$ cat src/pkg/conv_out_defs.vh
// Constants for the converter output clocking and control-mode block
`ifndef CONV_OUT_DEFS_VH
`define CONV_OUT_DEFS_VH
`define FRAME_BITS      6'd32
`define FRAME_HEADER    12'h001
`define ADDR_CONFIG     4'h1
`define ADDR_OFFSET     4'h2
`define ADDR_RANGE      4'h3
`define ADDR_FINE       4'hd
`define ADDR_COARSE     4'he
`define ADDR_PATTERN    4'hf
`define CFG_RESET       16'h9eff
`define OFFSET_RESET    16'h0000
`define RANGE_RESET     16'h8000
`define FINE_RESET      16'h0000
`define COARSE_RESET    16'h0000
`define PATTERN_RESET   16'h0000
`define CFG_DRE_BIT     14
`define CFG_DCS_BIT     12
`define CFG_DCP_BIT     11
`define CFG_NDE_BIT     10
`define CFG_OE_BIT      8
`define PAT_TPO_BIT     11
`define FIELD_HI        15
`define FIELD_LO        7
`define FIELD_ZERO      9'h000
`define FIELD_MID       9'h100
`define TEST_WORD_A     8'h55
`define TEST_WORD_B     8'haa
`define PHASE_CNT_W     4
`define SETTLE_LAST     3'h7
`endif

$ cat src/hw/edge_sync.v
// Three-stage synchroniser with agreement filter for one external input
`timescale 1ns/1ps
module edge_sync #(
  parameter RESET_VAL = 1'b0
) (
  input  wire clk,
  input  wire rst_n,
  input  wire din,
  output reg  level,
  output wire rise,
  output wire fall
);
  reg s1_reg;
  reg s2_reg;
  reg s3_reg;
  always @(posedge clk) begin
    if (!rst_n) begin
      s1_reg <= RESET_VAL;
      s2_reg <= RESET_VAL;
      s3_reg <= RESET_VAL;
      level  <= RESET_VAL;
    end else begin
      s1_reg <= din;
      s2_reg <= s1_reg;
      s3_reg <= s2_reg;
      // Change only when second and third stages agree
      if (s2_reg == s3_reg)
        level <= s3_reg;
    end
  end
  assign rise = (s2_reg == s3_reg) && s3_reg && !level;
  assign fall = (s2_reg == s3_reg) && !s3_reg && level;
endmodule // edge_sync

$ cat src/hw/word_fifo.v
// Small flip-flop FIFO with valid and ready on both sides
`timescale 1ns/1ps
module word_fifo #(
  parameter WIDTH = 8,
  parameter DEPTH = 4,
  parameter AW    = 2
) (
  input  wire             clk,
  input  wire             rst_n,
  input  wire             in_valid,
  output wire             in_ready,
  input  wire [WIDTH-1:0] in_data,
  output wire             out_valid,
  input  wire             out_ready,
  output wire [WIDTH-1:0] out_data
);
  reg [WIDTH-1:0] mem_reg [0:DEPTH-1];
  reg [AW-1:0]    wr_ptr_reg;
  reg [AW-1:0]    rd_ptr_reg;
  reg [AW:0]      count_reg;
  wire push = in_valid && in_ready;
  wire pop  = out_valid && out_ready;
  assign in_ready  = (count_reg != DEPTH[AW:0]);
  assign out_valid = (count_reg != {(AW+1){1'b0}});
  assign out_data  = mem_reg[rd_ptr_reg];
  always @(posedge clk) begin
    if (push)
      mem_reg[wr_ptr_reg] <= in_data;
  end
  always @(posedge clk) begin
    if (!rst_n) begin
      wr_ptr_reg <= {AW{1'b0}};
      rd_ptr_reg <= {AW{1'b0}};
      count_reg  <= {(AW+1){1'b0}};
    end else begin
      if (push)
        wr_ptr_reg <= (wr_ptr_reg == DEPTH[AW-1:0] - 1'b1) ?
                      {AW{1'b0}} : wr_ptr_reg + 1'b1;
      if (pop)
        rd_ptr_reg <= (rd_ptr_reg == DEPTH[AW-1:0] - 1'b1) ?
                      {AW{1'b0}} : rd_ptr_reg + 1'b1;
      if (push && !pop)
        count_reg <= count_reg + 1'b1;
      else if (pop && !push)
        count_reg <= count_reg - 1'b1;
    end
  end
endmodule // word_fifo

$ cat src/hw/conv_out_ctrl.v
// Output clocking, control mode and serial register block of the converter
`timescale 1ns/1ps
`include "conv_out_defs.vh"
module conv_out_ctrl #(
  parameter DEPTH = 4,
  parameter AW    = 2
) (
  input  wire       clk,
  input  wire       rst_n,
  input  wire       read_clock,
  input  wire       power_down_input,
  input  wire       range_or_control_select,
  input  wire       output_edge_select,
  input  wire       output_edge_float,
  input  wire       cal_delay_select,
  input  wire       serial_clock,
  input  wire       serial_data,
  input  wire       serial_select_n,
  input  wire [7:0] sample_rise,
  input  wire [7:0] sample_fall,
  input  wire       sample_valid,
  output wire       sample_ready,
  input  wire       read_enable,
  output reg  [7:0] data_out,
  output reg        output_strobe,
  output reg        buffer_empty_flag,
  output reg        buffer_full_flag,
  output reg        extended_mode,
  output reg        double_rate,
  output reg        long_cal_delay,
  output reg  [8:0] range_code,
  output reg  [8:0] offset_code,
  output reg  [15:0] phase_fine,
  output reg  [15:0] phase_coarse,
  output reg        duty_correct_en,
  output reg        diff_clock_reset,
  output reg        core_enable,
  output reg  [`PHASE_CNT_W-1:0] edge_trim
);
  // Serial registers
  reg [15:0] configuration_reg;
  reg [15:0] offset_adjust_reg;
  reg [15:0] full_scale_voltage_reg;
  reg [15:0] clock_phase_fine_reg;
  reg [15:0] clock_phase_coarse_reg;
  reg [15:0] test_pattern_and_buffer_reg;
  reg [31:0] shift_reg;
  reg [5:0]  bit_cnt_reg;
  reg        mode_latched_reg;
  reg        pattern_sel_reg;
  reg        lane_reg;
  reg        phase_dir_reg;

  wire rclk_rise;
  wire rclk_fall;
  wire sclk_rise;
  wire sel_n_lvl;
  wire sdata_lvl;
  wire pd_lvl;
  wire mode_lvl;
  wire edge_lvl;
  wire float_lvl;
  wire cal_lvl;

  // Read clock is only sampled, never used as a clock
  edge_sync #(
    .RESET_VAL(1'b0)
  ) u_rclk (
    .clk   (clk),
    .rst_n (rst_n),
    .din   (read_clock),
    .level (),
    .rise  (rclk_rise),
    .fall  (rclk_fall)
  );

  // Serial clock idles low, so no false edge after reset
  edge_sync #(
    .RESET_VAL(1'b0)
  ) u_sclk (
    .clk   (clk),
    .rst_n (rst_n),
    .din   (serial_clock),
    .level (),
    .rise  (sclk_rise),
    .fall  ()
  );

  // Select resets deasserted so a frame cannot start in reset
  edge_sync #(
    .RESET_VAL(1'b1)
  ) u_scs (
    .clk   (clk),
    .rst_n (rst_n),
    .din   (serial_select_n),
    .level (sel_n_lvl),
    .rise  (),
    .fall  ()
  );

  edge_sync #(
    .RESET_VAL(1'b0)
  ) u_sdat (
    .clk   (clk),
    .rst_n (rst_n),
    .din   (serial_data),
    .level (sdata_lvl),
    .rise  (),
    .fall  ()
  );

  // Power down assumed until the pin is seen low
  edge_sync #(
    .RESET_VAL(1'b1)
  ) u_pd (
    .clk   (clk),
    .rst_n (rst_n),
    .din   (power_down_input),
    .level (pd_lvl),
    .rise  (),
    .fall  ()
  );

  edge_sync #(
    .RESET_VAL(1'b0)
  ) u_mode (
    .clk   (clk),
    .rst_n (rst_n),
    .din   (range_or_control_select),
    .level (mode_lvl),
    .rise  (),
    .fall  ()
  );

  edge_sync #(
    .RESET_VAL(1'b0)
  ) u_edge (
    .clk   (clk),
    .rst_n (rst_n),
    .din   (output_edge_select),
    .level (edge_lvl),
    .rise  (),
    .fall  ()
  );

  edge_sync #(
    .RESET_VAL(1'b0)
  ) u_float (
    .clk   (clk),
    .rst_n (rst_n),
    .din   (output_edge_float),
    .level (float_lvl),
    .rise  (),
    .fall  ()
  );

  edge_sync #(
    .RESET_VAL(1'b0)
  ) u_cal (
    .clk   (clk),
    .rst_n (rst_n),
    .din   (cal_delay_select),
    .level (cal_lvl),
    .rise  (),
    .fall  ()
  );

  // Mode pin sampled once the synchroniser has settled, then frozen
  reg [2:0] settle_reg;
  always @(posedge clk) begin
    if (!rst_n) begin
      settle_reg       <= 3'h0;
      mode_latched_reg <= 1'b0;
      extended_mode    <= 1'b0;
    end else if (!mode_latched_reg) begin
      settle_reg <= settle_reg + 3'h1;
      if (settle_reg == `SETTLE_LAST) begin
        mode_latched_reg <= 1'b1;
        extended_mode    <= mode_lvl;
      end
    end
  end

  // Serial write frame: header, address, data, MSB first
  wire [31:0] frame_next = {shift_reg[30:0], sdata_lvl};
  always @(posedge clk) begin
    if (!rst_n) begin
      shift_reg                   <= 32'h0000_0000;
      bit_cnt_reg                 <= 6'h00;
      configuration_reg           <= `CFG_RESET;
      offset_adjust_reg           <= `OFFSET_RESET;
      full_scale_voltage_reg      <= `RANGE_RESET;
      clock_phase_fine_reg        <= `FINE_RESET;
      clock_phase_coarse_reg      <= `COARSE_RESET;
      test_pattern_and_buffer_reg <= `PATTERN_RESET;
    end else if (sel_n_lvl || !extended_mode) begin
      bit_cnt_reg <= 6'h00;
    end else if (sclk_rise) begin
      shift_reg <= frame_next;
      if (bit_cnt_reg == `FRAME_BITS - 6'h01) begin
        // Back-to-back frames allowed without releasing select
        bit_cnt_reg <= 6'h00;
        if (frame_next[31:20] == `FRAME_HEADER) begin
          if (frame_next[19:16] == `ADDR_CONFIG)
            configuration_reg <= frame_next[15:0];
          else if (frame_next[19:16] == `ADDR_OFFSET)
            offset_adjust_reg <= frame_next[15:0];
          else if (frame_next[19:16] == `ADDR_RANGE)
            full_scale_voltage_reg <= frame_next[15:0];
          else if (frame_next[19:16] == `ADDR_FINE)
            clock_phase_fine_reg <= frame_next[15:0];
          else if (frame_next[19:16] == `ADDR_COARSE)
            clock_phase_coarse_reg <= frame_next[15:0];
          else if (frame_next[19:16] == `ADDR_PATTERN)
            test_pattern_and_buffer_reg <= frame_next[15:0];
        end
      end else begin
        bit_cnt_reg <= bit_cnt_reg + 6'h01;
      end
    end
  end

  // Effective controls: registers only count in extended mode
  reg dcp_eff;
  reg rise_edge_eff;
  reg tpo_eff;
  always @(posedge clk) begin
    if (!rst_n) begin
      double_rate      <= 1'b0;
      dcp_eff          <= 1'b0;
      rise_edge_eff    <= 1'b0;
      tpo_eff          <= 1'b0;
      long_cal_delay   <= 1'b0;
      range_code       <= `FIELD_MID;
      offset_code      <= `FIELD_ZERO;
      phase_fine       <= `FINE_RESET;
      phase_coarse     <= `COARSE_RESET;
      duty_correct_en  <= 1'b1;
      diff_clock_reset <= 1'b0;
      core_enable      <= 1'b0;
    end else if (extended_mode) begin
      double_rate      <= !configuration_reg[`CFG_NDE_BIT];
      dcp_eff          <= configuration_reg[`CFG_DCP_BIT];
      rise_edge_eff    <= configuration_reg[`CFG_OE_BIT];
      tpo_eff          <= test_pattern_and_buffer_reg[`PAT_TPO_BIT];
      long_cal_delay   <= 1'b0;
      range_code       <= full_scale_voltage_reg[`FIELD_HI:`FIELD_LO];
      offset_code      <= offset_adjust_reg[`FIELD_HI:`FIELD_LO];
      phase_fine       <= clock_phase_fine_reg;
      phase_coarse     <= clock_phase_coarse_reg;
      duty_correct_en  <= configuration_reg[`CFG_DCS_BIT];
      diff_clock_reset <= configuration_reg[`CFG_DRE_BIT];
      core_enable      <= !pd_lvl;
    end else begin
      double_rate      <= float_lvl;
      dcp_eff          <= 1'b0;
      rise_edge_eff    <= edge_lvl;
      tpo_eff          <= 1'b0;
      long_cal_delay   <= cal_lvl;
      range_code       <= `FIELD_MID;
      offset_code      <= `FIELD_ZERO;
      phase_fine       <= `FINE_RESET;
      phase_coarse     <= `COARSE_RESET;
      duty_correct_en  <= 1'b1;
      diff_clock_reset <= 1'b0;
      core_enable      <= !pd_lvl;
    end
  end

  // Background trim toggles direction; stands in for the analog loop
  always @(posedge clk) begin
    if (!rst_n) begin
      edge_trim     <= {`PHASE_CNT_W{1'b0}};
      phase_dir_reg <= 1'b0;
    end else if (core_enable) begin
      phase_dir_reg <= !phase_dir_reg;
      edge_trim     <= phase_dir_reg ? edge_trim - 1'b1 : edge_trim + 1'b1;
    end
  end

  // Both sample halves enter the buffer in turn; writes stop in power down
  wire       fifo_in_ready;
  wire       fifo_out_valid;
  wire [7:0] fifo_out_data;
  wire       fifo_pop;
  wire       fifo_push = sample_valid && core_enable;
  assign sample_ready = fifo_in_ready && core_enable && lane_reg;
  always @(posedge clk) begin
    if (!rst_n)
      lane_reg <= 1'b0;
    else if (fifo_push && fifo_in_ready)
      lane_reg <= !lane_reg;
  end

  word_fifo #(.WIDTH(8), .DEPTH(DEPTH), .AW(AW)) u_fifo (
    .clk(clk),
    .rst_n(rst_n),
    .in_valid(fifo_push),
    .in_ready(fifo_in_ready),
    .in_data(lane_reg ? sample_fall : sample_rise),
    .out_valid(fifo_out_valid),
    .out_ready(fifo_pop),
    .out_data(fifo_out_data)
  );

  // Output side advances only on read clock edges; works in power down
  reg  strobe_phase_reg;
  wire sdr_step = rise_edge_eff ? rclk_rise : rclk_fall;
  wire ddr_step = rclk_rise;
  wire out_step = double_rate ? ddr_step : sdr_step;
  assign fifo_pop = out_step && read_enable && fifo_out_valid;
  always @(posedge clk) begin
    if (!rst_n) begin
      data_out          <= 8'h00;
      output_strobe     <= 1'b0;
      strobe_phase_reg  <= 1'b0;
      buffer_empty_flag <= 1'b1;
      buffer_full_flag  <= 1'b0;
      pattern_sel_reg   <= 1'b0;
    end else begin
      buffer_empty_flag <= !fifo_out_valid;
      buffer_full_flag  <= !fifo_in_ready;
      if (out_step && read_enable) begin
        pattern_sel_reg <= !pattern_sel_reg;
        if (tpo_eff)
          data_out <= pattern_sel_reg ? `TEST_WORD_B : `TEST_WORD_A;
        else if (fifo_out_valid)
          data_out <= fifo_out_data;
      end
      if (double_rate) begin
        // One strobe edge per word: strobe runs at half the data rate
        if (ddr_step) begin
          strobe_phase_reg <= !strobe_phase_reg;
          if (!dcp_eff)
            output_strobe <= !output_strobe;
        end else if (dcp_eff && rclk_fall) begin
          output_strobe <= strobe_phase_reg;
        end
      end else begin
        if (rclk_rise)
          output_strobe <= 1'b1;
        else if (rclk_fall)
          output_strobe <= 1'b0;
      end
    end
  end
endmodule // conv_out_ctrl

$ cat config.mk
export PLATFORM = sky130hd
export DESIGN_NAME = conv_out_ctrl
export DESIGN_NICKNAME = d
export VERILOG_FILES = /design/src/hw/edge_sync.v /design/src/hw/word_fifo.v /design/src/hw/conv_out_ctrl.v
export VERILOG_INCLUDE_DIRS = /design/src /design/src/pkg
export SDC_FILE = /design/constraint.sdc
export NUM_CORES = 1
export LEC_CHECK = 0
export BUFFER_PORTS_ARGS = -buffer_cell sky130_fd_sc_hd__buf_2
export CAP_MARGIN = 30
export CELL_PAD_IN_SITES_DETAIL_PLACEMENT = 1
export CELL_PAD_IN_SITES_GLOBAL_PLACEMENT = 2
export CORE_MARGIN = 4
export CORE_UTILIZATION = 35
export DETAILED_ROUTE_END_ITERATION = 10
export GPL_ROUTABILITY_DRIVEN = 0
export PLACE_DENSITY_LB_ADDON = 0.05
export SETUP_SLACK_MARGIN = 0.05
export SLEW_MARGIN = 20
export SYNTH_ARGS = -nofsm -noshare
export SYNTH_HDL_FRONTEND = slang
export SYNTH_HIERARCHICAL = 1
export SYNTH_SLANG_ARGS = --single-unit
$ cat constraint.sdc
create_clock -name clk -period 2.9 [get_ports clk]
set_input_delay 0.145 -clock clk [delete_from_list [all_inputs] [get_ports clk]]
set_output_delay 0.145 -clock clk [all_outputs]
set_load 0.05 [all_outputs]
# Word-level counts from Yosys, hierarchy flattened

Memory sizes are Yosys's and may differ from the RTL's. A register that Yosys moved wholly into a read port is not among the register bits.
Cells that the tools add are included.
W data, S select, Z words.

Add/subtract/negate cells: 8
Equal/unequal tests: 23
Mux-type cells: 26
Bitwise gates (word level): 8
Reduce and logical (&&, ||, !) cells: 50

Operators by type and width:

| operator              | count |
|---|---|
| $mux W8               | 4 |
| $logic_and A1 B1 Y1   | 16 |
| $logic_not A1 Y1      | 15 |
| $mux W1               | 14 |
| $eq A12 B1 Y1 const B | 1 |
| $eq A4 B4 Y1 const B  | 3 |
| $reduce_and A10 Y1    | 1 |
| $reduce_and A2 Y1     | 5 |
| $eq A1 B1 Y1          | 9 |
| $reduce_and A9 Y1     | 1 |
| $eq A4 B2 Y1 const B  | 2 |
| $mux W2               | 4 |
| $not A1 Y1            | 8 |
| $reduce_and A8 Y1     | 1 |
| $reduce_and A7 Y1     | 1 |
| $add A3 B1 Y3 const B | 2 |
| $add A6 B1 Y6 const B | 1 |
| $eq A6 B5 Y1 const B  | 1 |
| $mux W3               | 2 |
| $mux W6               | 1 |
| $ne A3 B3 Y1 const B  | 2 |
| $reduce_and A6 Y1     | 1 |
| $reduce_bool A3 Y1    | 2 |
| $reduce_and A5 Y1     | 1 |
| other kinds (13)      | 17 |

Bits in registers: 253
Bits in writable memories: 32
Input bits: 29
Word-level logic and storage cells: 187
Memories kept: 1

Memories:

| memory         | depth | width | read ports | clocked after Yosys merged registers in | write ports | RTL line       | source |
|---|---|---|---|---|---|---|---|
| u_fifo.mem_reg | 4     | 8     | 1          | 1                                       | 1           | word_fifo.v:17 | `reg [WIDTH-1:0] mem_reg [0:DEPTH-1];` |

# Longest topological paths before layout

Word-level depth: 11
Mapped depth: 13
Gate-level depth less buffers: 13

# By module

The synthesis kept the hierarchy.

Modules (own cells, without submodules):

| module                | times used | cells each | area an instance (µm²) |
|---|---|---|---|
| conv_out_ctrl         | 1          | 642        | 6,583.8 |
| word_fifo             | 1          | 93         | 1,635.3 |
| edge_sync (u_cal ...) | 7          | 15         | 160.2 |
| edge_sync (u_pd ...)  | 2          | 15         | 157.7 |

# Worst setup path after synthesis

OpenSTA, ideal clock, no wires.

Path type: flip-flop to flip-flop
Start point: register double_rate
End point: register u_fifo.count_reg[2]
Arrival time: 2,664 ps
Slack: 161 ps
Cell stages (with the launch flop): 11
Period minus slack after synthesis: 2,739 ps
Cell sequence: dfxtp_1 > or3b_1 > a21oi_1 > and2_1 > o31ai_1 > ha_1 > inv_1 > fa_1 > xor2_1 > or3_2 > a21boi_0

Word-level cells in the longest chain between the ends: 7
Elaborated cells on any way between the ends: 9

RTL lines:

| item                                                 | RTL line            | source |
|---|---|---|
| start, declared                                      | conv_out_ctrl.v:29  | `output reg double_rate,` |
| start signal, assigned                               | conv_out_ctrl.v:242 | `` double_rate <= !configuration_reg[`CFG_NDE_BIT]; `` |
| start signal, assigned                               | conv_out_ctrl.v:255 | `double_rate <= float_lvl;` |
| $mux W1 (*)                                          | conv_out_ctrl.v:310 | `wire out_step = double_rate ? ddr_step : sdr_step;` |
| $logic_and A1 B1 Y1 (*) (2 in series)                | conv_out_ctrl.v:311 | `assign fifo_pop = out_step && read_enable && fifo_out_valid;` |
| named net fifo_pop                                   | conv_out_ctrl.v:285 | `wire fifo_pop;` |
| $logic_and A1 B1 Y1 (*)                              | word_fifo.v:22      | `wire pop = out_valid && out_ready;` |
| $logic_not A1 Y1                                     | word_fifo.v:42      | `if (push && !pop)` |
| $logic_and A1 B1 Y1                                  | word_fifo.v:42      |  |
| $mux W3 / $reduce_bool A2 Y1 (equally long branches) | n/a                 |  |
| end signal, assigned                                 | word_fifo.v:34      | `count_reg <= {(AW+1){1'b0}};` |
| end signal, assigned                                 | word_fifo.v:43      | `count_reg <= count_reg + 1'b1;` |
| end signal, assigned                                 | word_fifo.v:45      | `count_reg <= count_reg - 1'b1;` |
| end, declared                                        | word_fifo.v:20      | `reg [AW:0] count_reg;` |

Mark *: on every way through the listed nets, which the timed path passes. The rest lies on a longest branch.
A chain may end at the register's enable or synchronous reset.

# Worst setup path in the final report

Start point: register u_rclk.s2_reg
End point: register u_fifo.count_reg[2]

Word-level cells in the longest chain between the ends: 11
Elaborated cells on any way between the ends: 15

RTL lines:

| item                                                 | RTL line            | source |
|---|---|---|
| start, declared                                      | edge_sync.v:14      | `reg s2_reg;` |
| start signal, assigned                               | edge_sync.v:24      | `s2_reg <= s1_reg;` |
| $eq A1 B1 Y1 (*)                                     | edge_sync.v:32      | `assign fall = (s2_reg == s3_reg) && !s3_reg && level;` |
| $logic_and A1 B1 Y1 (*) (2 in series)                | edge_sync.v:32      |  |
| named net rclk_fall                                  | conv_out_ctrl.v:55  | `wire rclk_fall;` |
| $mux W1 (*)                                          | conv_out_ctrl.v:308 | `wire sdr_step = rise_edge_eff ? rclk_rise : rclk_fall;` |
| $mux W1 (*)                                          | conv_out_ctrl.v:310 |  |
| $logic_and A1 B1 Y1 (*) (2 in series)                | conv_out_ctrl.v:311 |  |
| named net fifo_pop                                   | conv_out_ctrl.v:285 |  |
| $logic_and A1 B1 Y1 (*)                              | word_fifo.v:22      |  |
| $logic_not A1 Y1                                     | word_fifo.v:42      |  |
| $logic_and A1 B1 Y1                                  | word_fifo.v:42      |  |
| $mux W3 / $reduce_bool A2 Y1 (equally long branches) | n/a                 |  |

Marks and branches as above.

==> results.yml <==
power:
  p_switching_uw: 1490
  clkPwrFrac: 0.475
  power_density_nw_per_um2: 628
  internal_power_uw: 5730
  p_comb_frac: 0.028
  peakVddDrop_mv: 0.340
  netSwitchingFraction: 0.206
  p_leak_uw: 0.00480
  sequentialPowerShare: 0.496
worst_hold_path:
  whs_path_depth: 4
  min_from: "sample_valid"
  hp-class: "in -> reg"
  holdPathEnd: "u_fifo/wr_ptr_reg[0]$_SDFFE_PN0P_"
grt:
  grt_pass1_wl_um: 35700
  grt_max_degree: 69
  gr-usage-all-layers: 0.142
  grt_overflow: 0
  antenna_found_initial: 0
  grt_pass1_vias: 6752
clock_network:
  clock_path_buffers: 3
  cts_buffers: 28
  clk_latency_ps: 530
  cts_tree: "yes"
  clk_pin_slew_ps: 60
  root_buffer: "clkbuf_16"
  cts_sinks: 252
  cts-htree-levels: 1
sta:
  tightest_slew_ps: 606
  slew_viol_final: 0
  hold_viol: 0
  finalSetupViolations: 0
  clock.fmax_mhz: 370
  rsz0062_at_grt: "no"
  slew-limit-headroom: 0.596
  finalCritPeriodShare: 0.931
  tns_ps: 0
  finalClockSkew_ps: 12.0
  finalCriticalPeriod_ps: 2700
final_layout:
  fin_util: 0.436
  final_cell_mix: "dfxtp_1 (217), nand2_1 (159), buf_2 (99), mux2i_1 (75), and3_1 (53)"
  n_fill_cell: 2839
  finalInstanceArea_sq_um: 11500
  layout-drive-gt1-share: 0.212
  layout_commonest_cell: "dfxtp_1"
  area_growth_pct: 21.2
  nNetsFinal: 1021
  largest_reg_flops: 32
  antenna_cells: 0
outcome:
  status: "finished clean"
floorplanning:
  coreArea_sq_um: 26400
  row_count: 59
  initial_core_util: 0.359
  die_w_um: 173
  fp.dieH_um: 173
  dieArea_sq_um: 29800
  io_pins: 101
worst_setup_path:
  rr_startpoint: "u_rclk/s2_reg$_SDFF_PN0_"
  crit_type: "reg -> reg"
  cp-end-kind: "flop"
  regToRegSetupSlack_ps: 200
  crit_path_start_kind: "flop"
  crit_required_ps: 3360
  arrival_ps: 3160
  reg2reg_depth: 13
  path_max_fanout: 3
  timing.rr.end: "u_fifo/count_reg[2]$_SDFFE_PN0P_"
route:
  drtAntennaViolNets: 0
  post_drt_wl_per_cell_um: 15.9
  drtIter0Drc: 259
  dr.pass1.iters: 4
  vias_per_cell: 4.76
  drc: 0
  finalWirelength_um: 21100
  vias: 6311
placement:
  io_buffers: 100
  hpwl_um: 14200
  dpl-instance-area_sq_um: 10300
synth:
  synth_cells: 848
  synthesis.nets: 901
  syn_avg_cell_area_sq_um: 11.2
  netlist_area_sq_um: 9470
  yosys_warnings: 6
flow_run:
  cap_violations: 0
[per-layer routing]
layer / GRT usage / up-vias / wire, um
li1: - / 3109 / -
met1: 0.189 / 3077 / 10100
met2: 0.239 / 93 / 9810
met3: 0.0281 / 32 / 767
met4: 0.0349 / 0 / 493
met5: 0 / - / 0
[final cells by class]
type	instances	area, sq um	area share
clock buffer	44	876	0.0763
clock inverter	8	40.0	0.00349
inverter	28	105	0.00915
multi-input combinational	521	3800	0.331
sequential	252	5370	0.468
tap	335	419	0.0365
timing repair buffer	137	875	0.0762
[repair_timing]
action,4_1_cts,5_1_grt
setup endpoints to repair,1,1
hold endpoints to repair,43,0
hold buffers,26,0
resized for setup,5,4
setup buffers,1,0
pin swaps,1,3
[power by group through the flow]
| stage | clock network, uW | registers (uW) | logic (uW) |
|---|---|---|---|
| floorplan | 0 | 3660 | 110 |
| global placement | 0 | 3660 | 168 |
| detailed placement | 0 | 3660 | 178 |
| CTS | 3570 | 3580 | 208 |
| global route | 3700 | 3580 | 230 |
| finish | 3430 | 3580 | 204 |
[through the flow]
step	cells	worst slack [ps]	hold slack, ps	total power (uW)
after floorplan	848	161	214	3770
after global placement	1246	142	331	3820
after detailed placement	1246	-84.9	333	3840
after CTS	1325	79.3	115	7360
after global routing	1325	68.1	154	7520
final	1325	199	139	7220
[worst max-delay path: stages (launching register included)]
cell and delay [ps]:
dfxtp_2 340, inv_1 50, ha_1 180, and2_1 170, or3b_4 240, a21oi_2 60, and2_1 160, o31ai_2 80
ha_2 240, inv_1 50, fa_2 340, xor2_1 150, or3_2 430, a21boi_2 140
[worst max path at each step]
| stage | slack, ps | to | from |
|---|---|---|---|
| floorplan | 160 | u_fifo/count_reg[2]$_SDFFE_PN0P_ | double_rate$_SDFF_PN0_ |
| global placement | 140 | u_fifo/count_reg[2]$_SDFFE_PN0P_ | u_rclk/s2_reg$_SDFF_PN0_ |
| detailed placement | -80 | u_fifo/count_reg[2]$_SDFFE_PN0P_ | u_rclk/s2_reg$_SDFF_PN0_ |
| CTS | 80 | u_fifo/count_reg[2]$_SDFFE_PN0P_ | u_rclk/s2_reg$_SDFF_PN0_ |
| global route | 70 | u_fifo/count_reg[2]$_SDFFE_PN0P_ | u_rclk/s2_reg$_SDFF_PN0_ |
| finish | 200 | u_fifo/count_reg[2]$_SDFFE_PN0P_ | u_rclk/s2_reg$_SDFF_PN0_ |
Note: power is estimated with default switching activity, not from simulation.
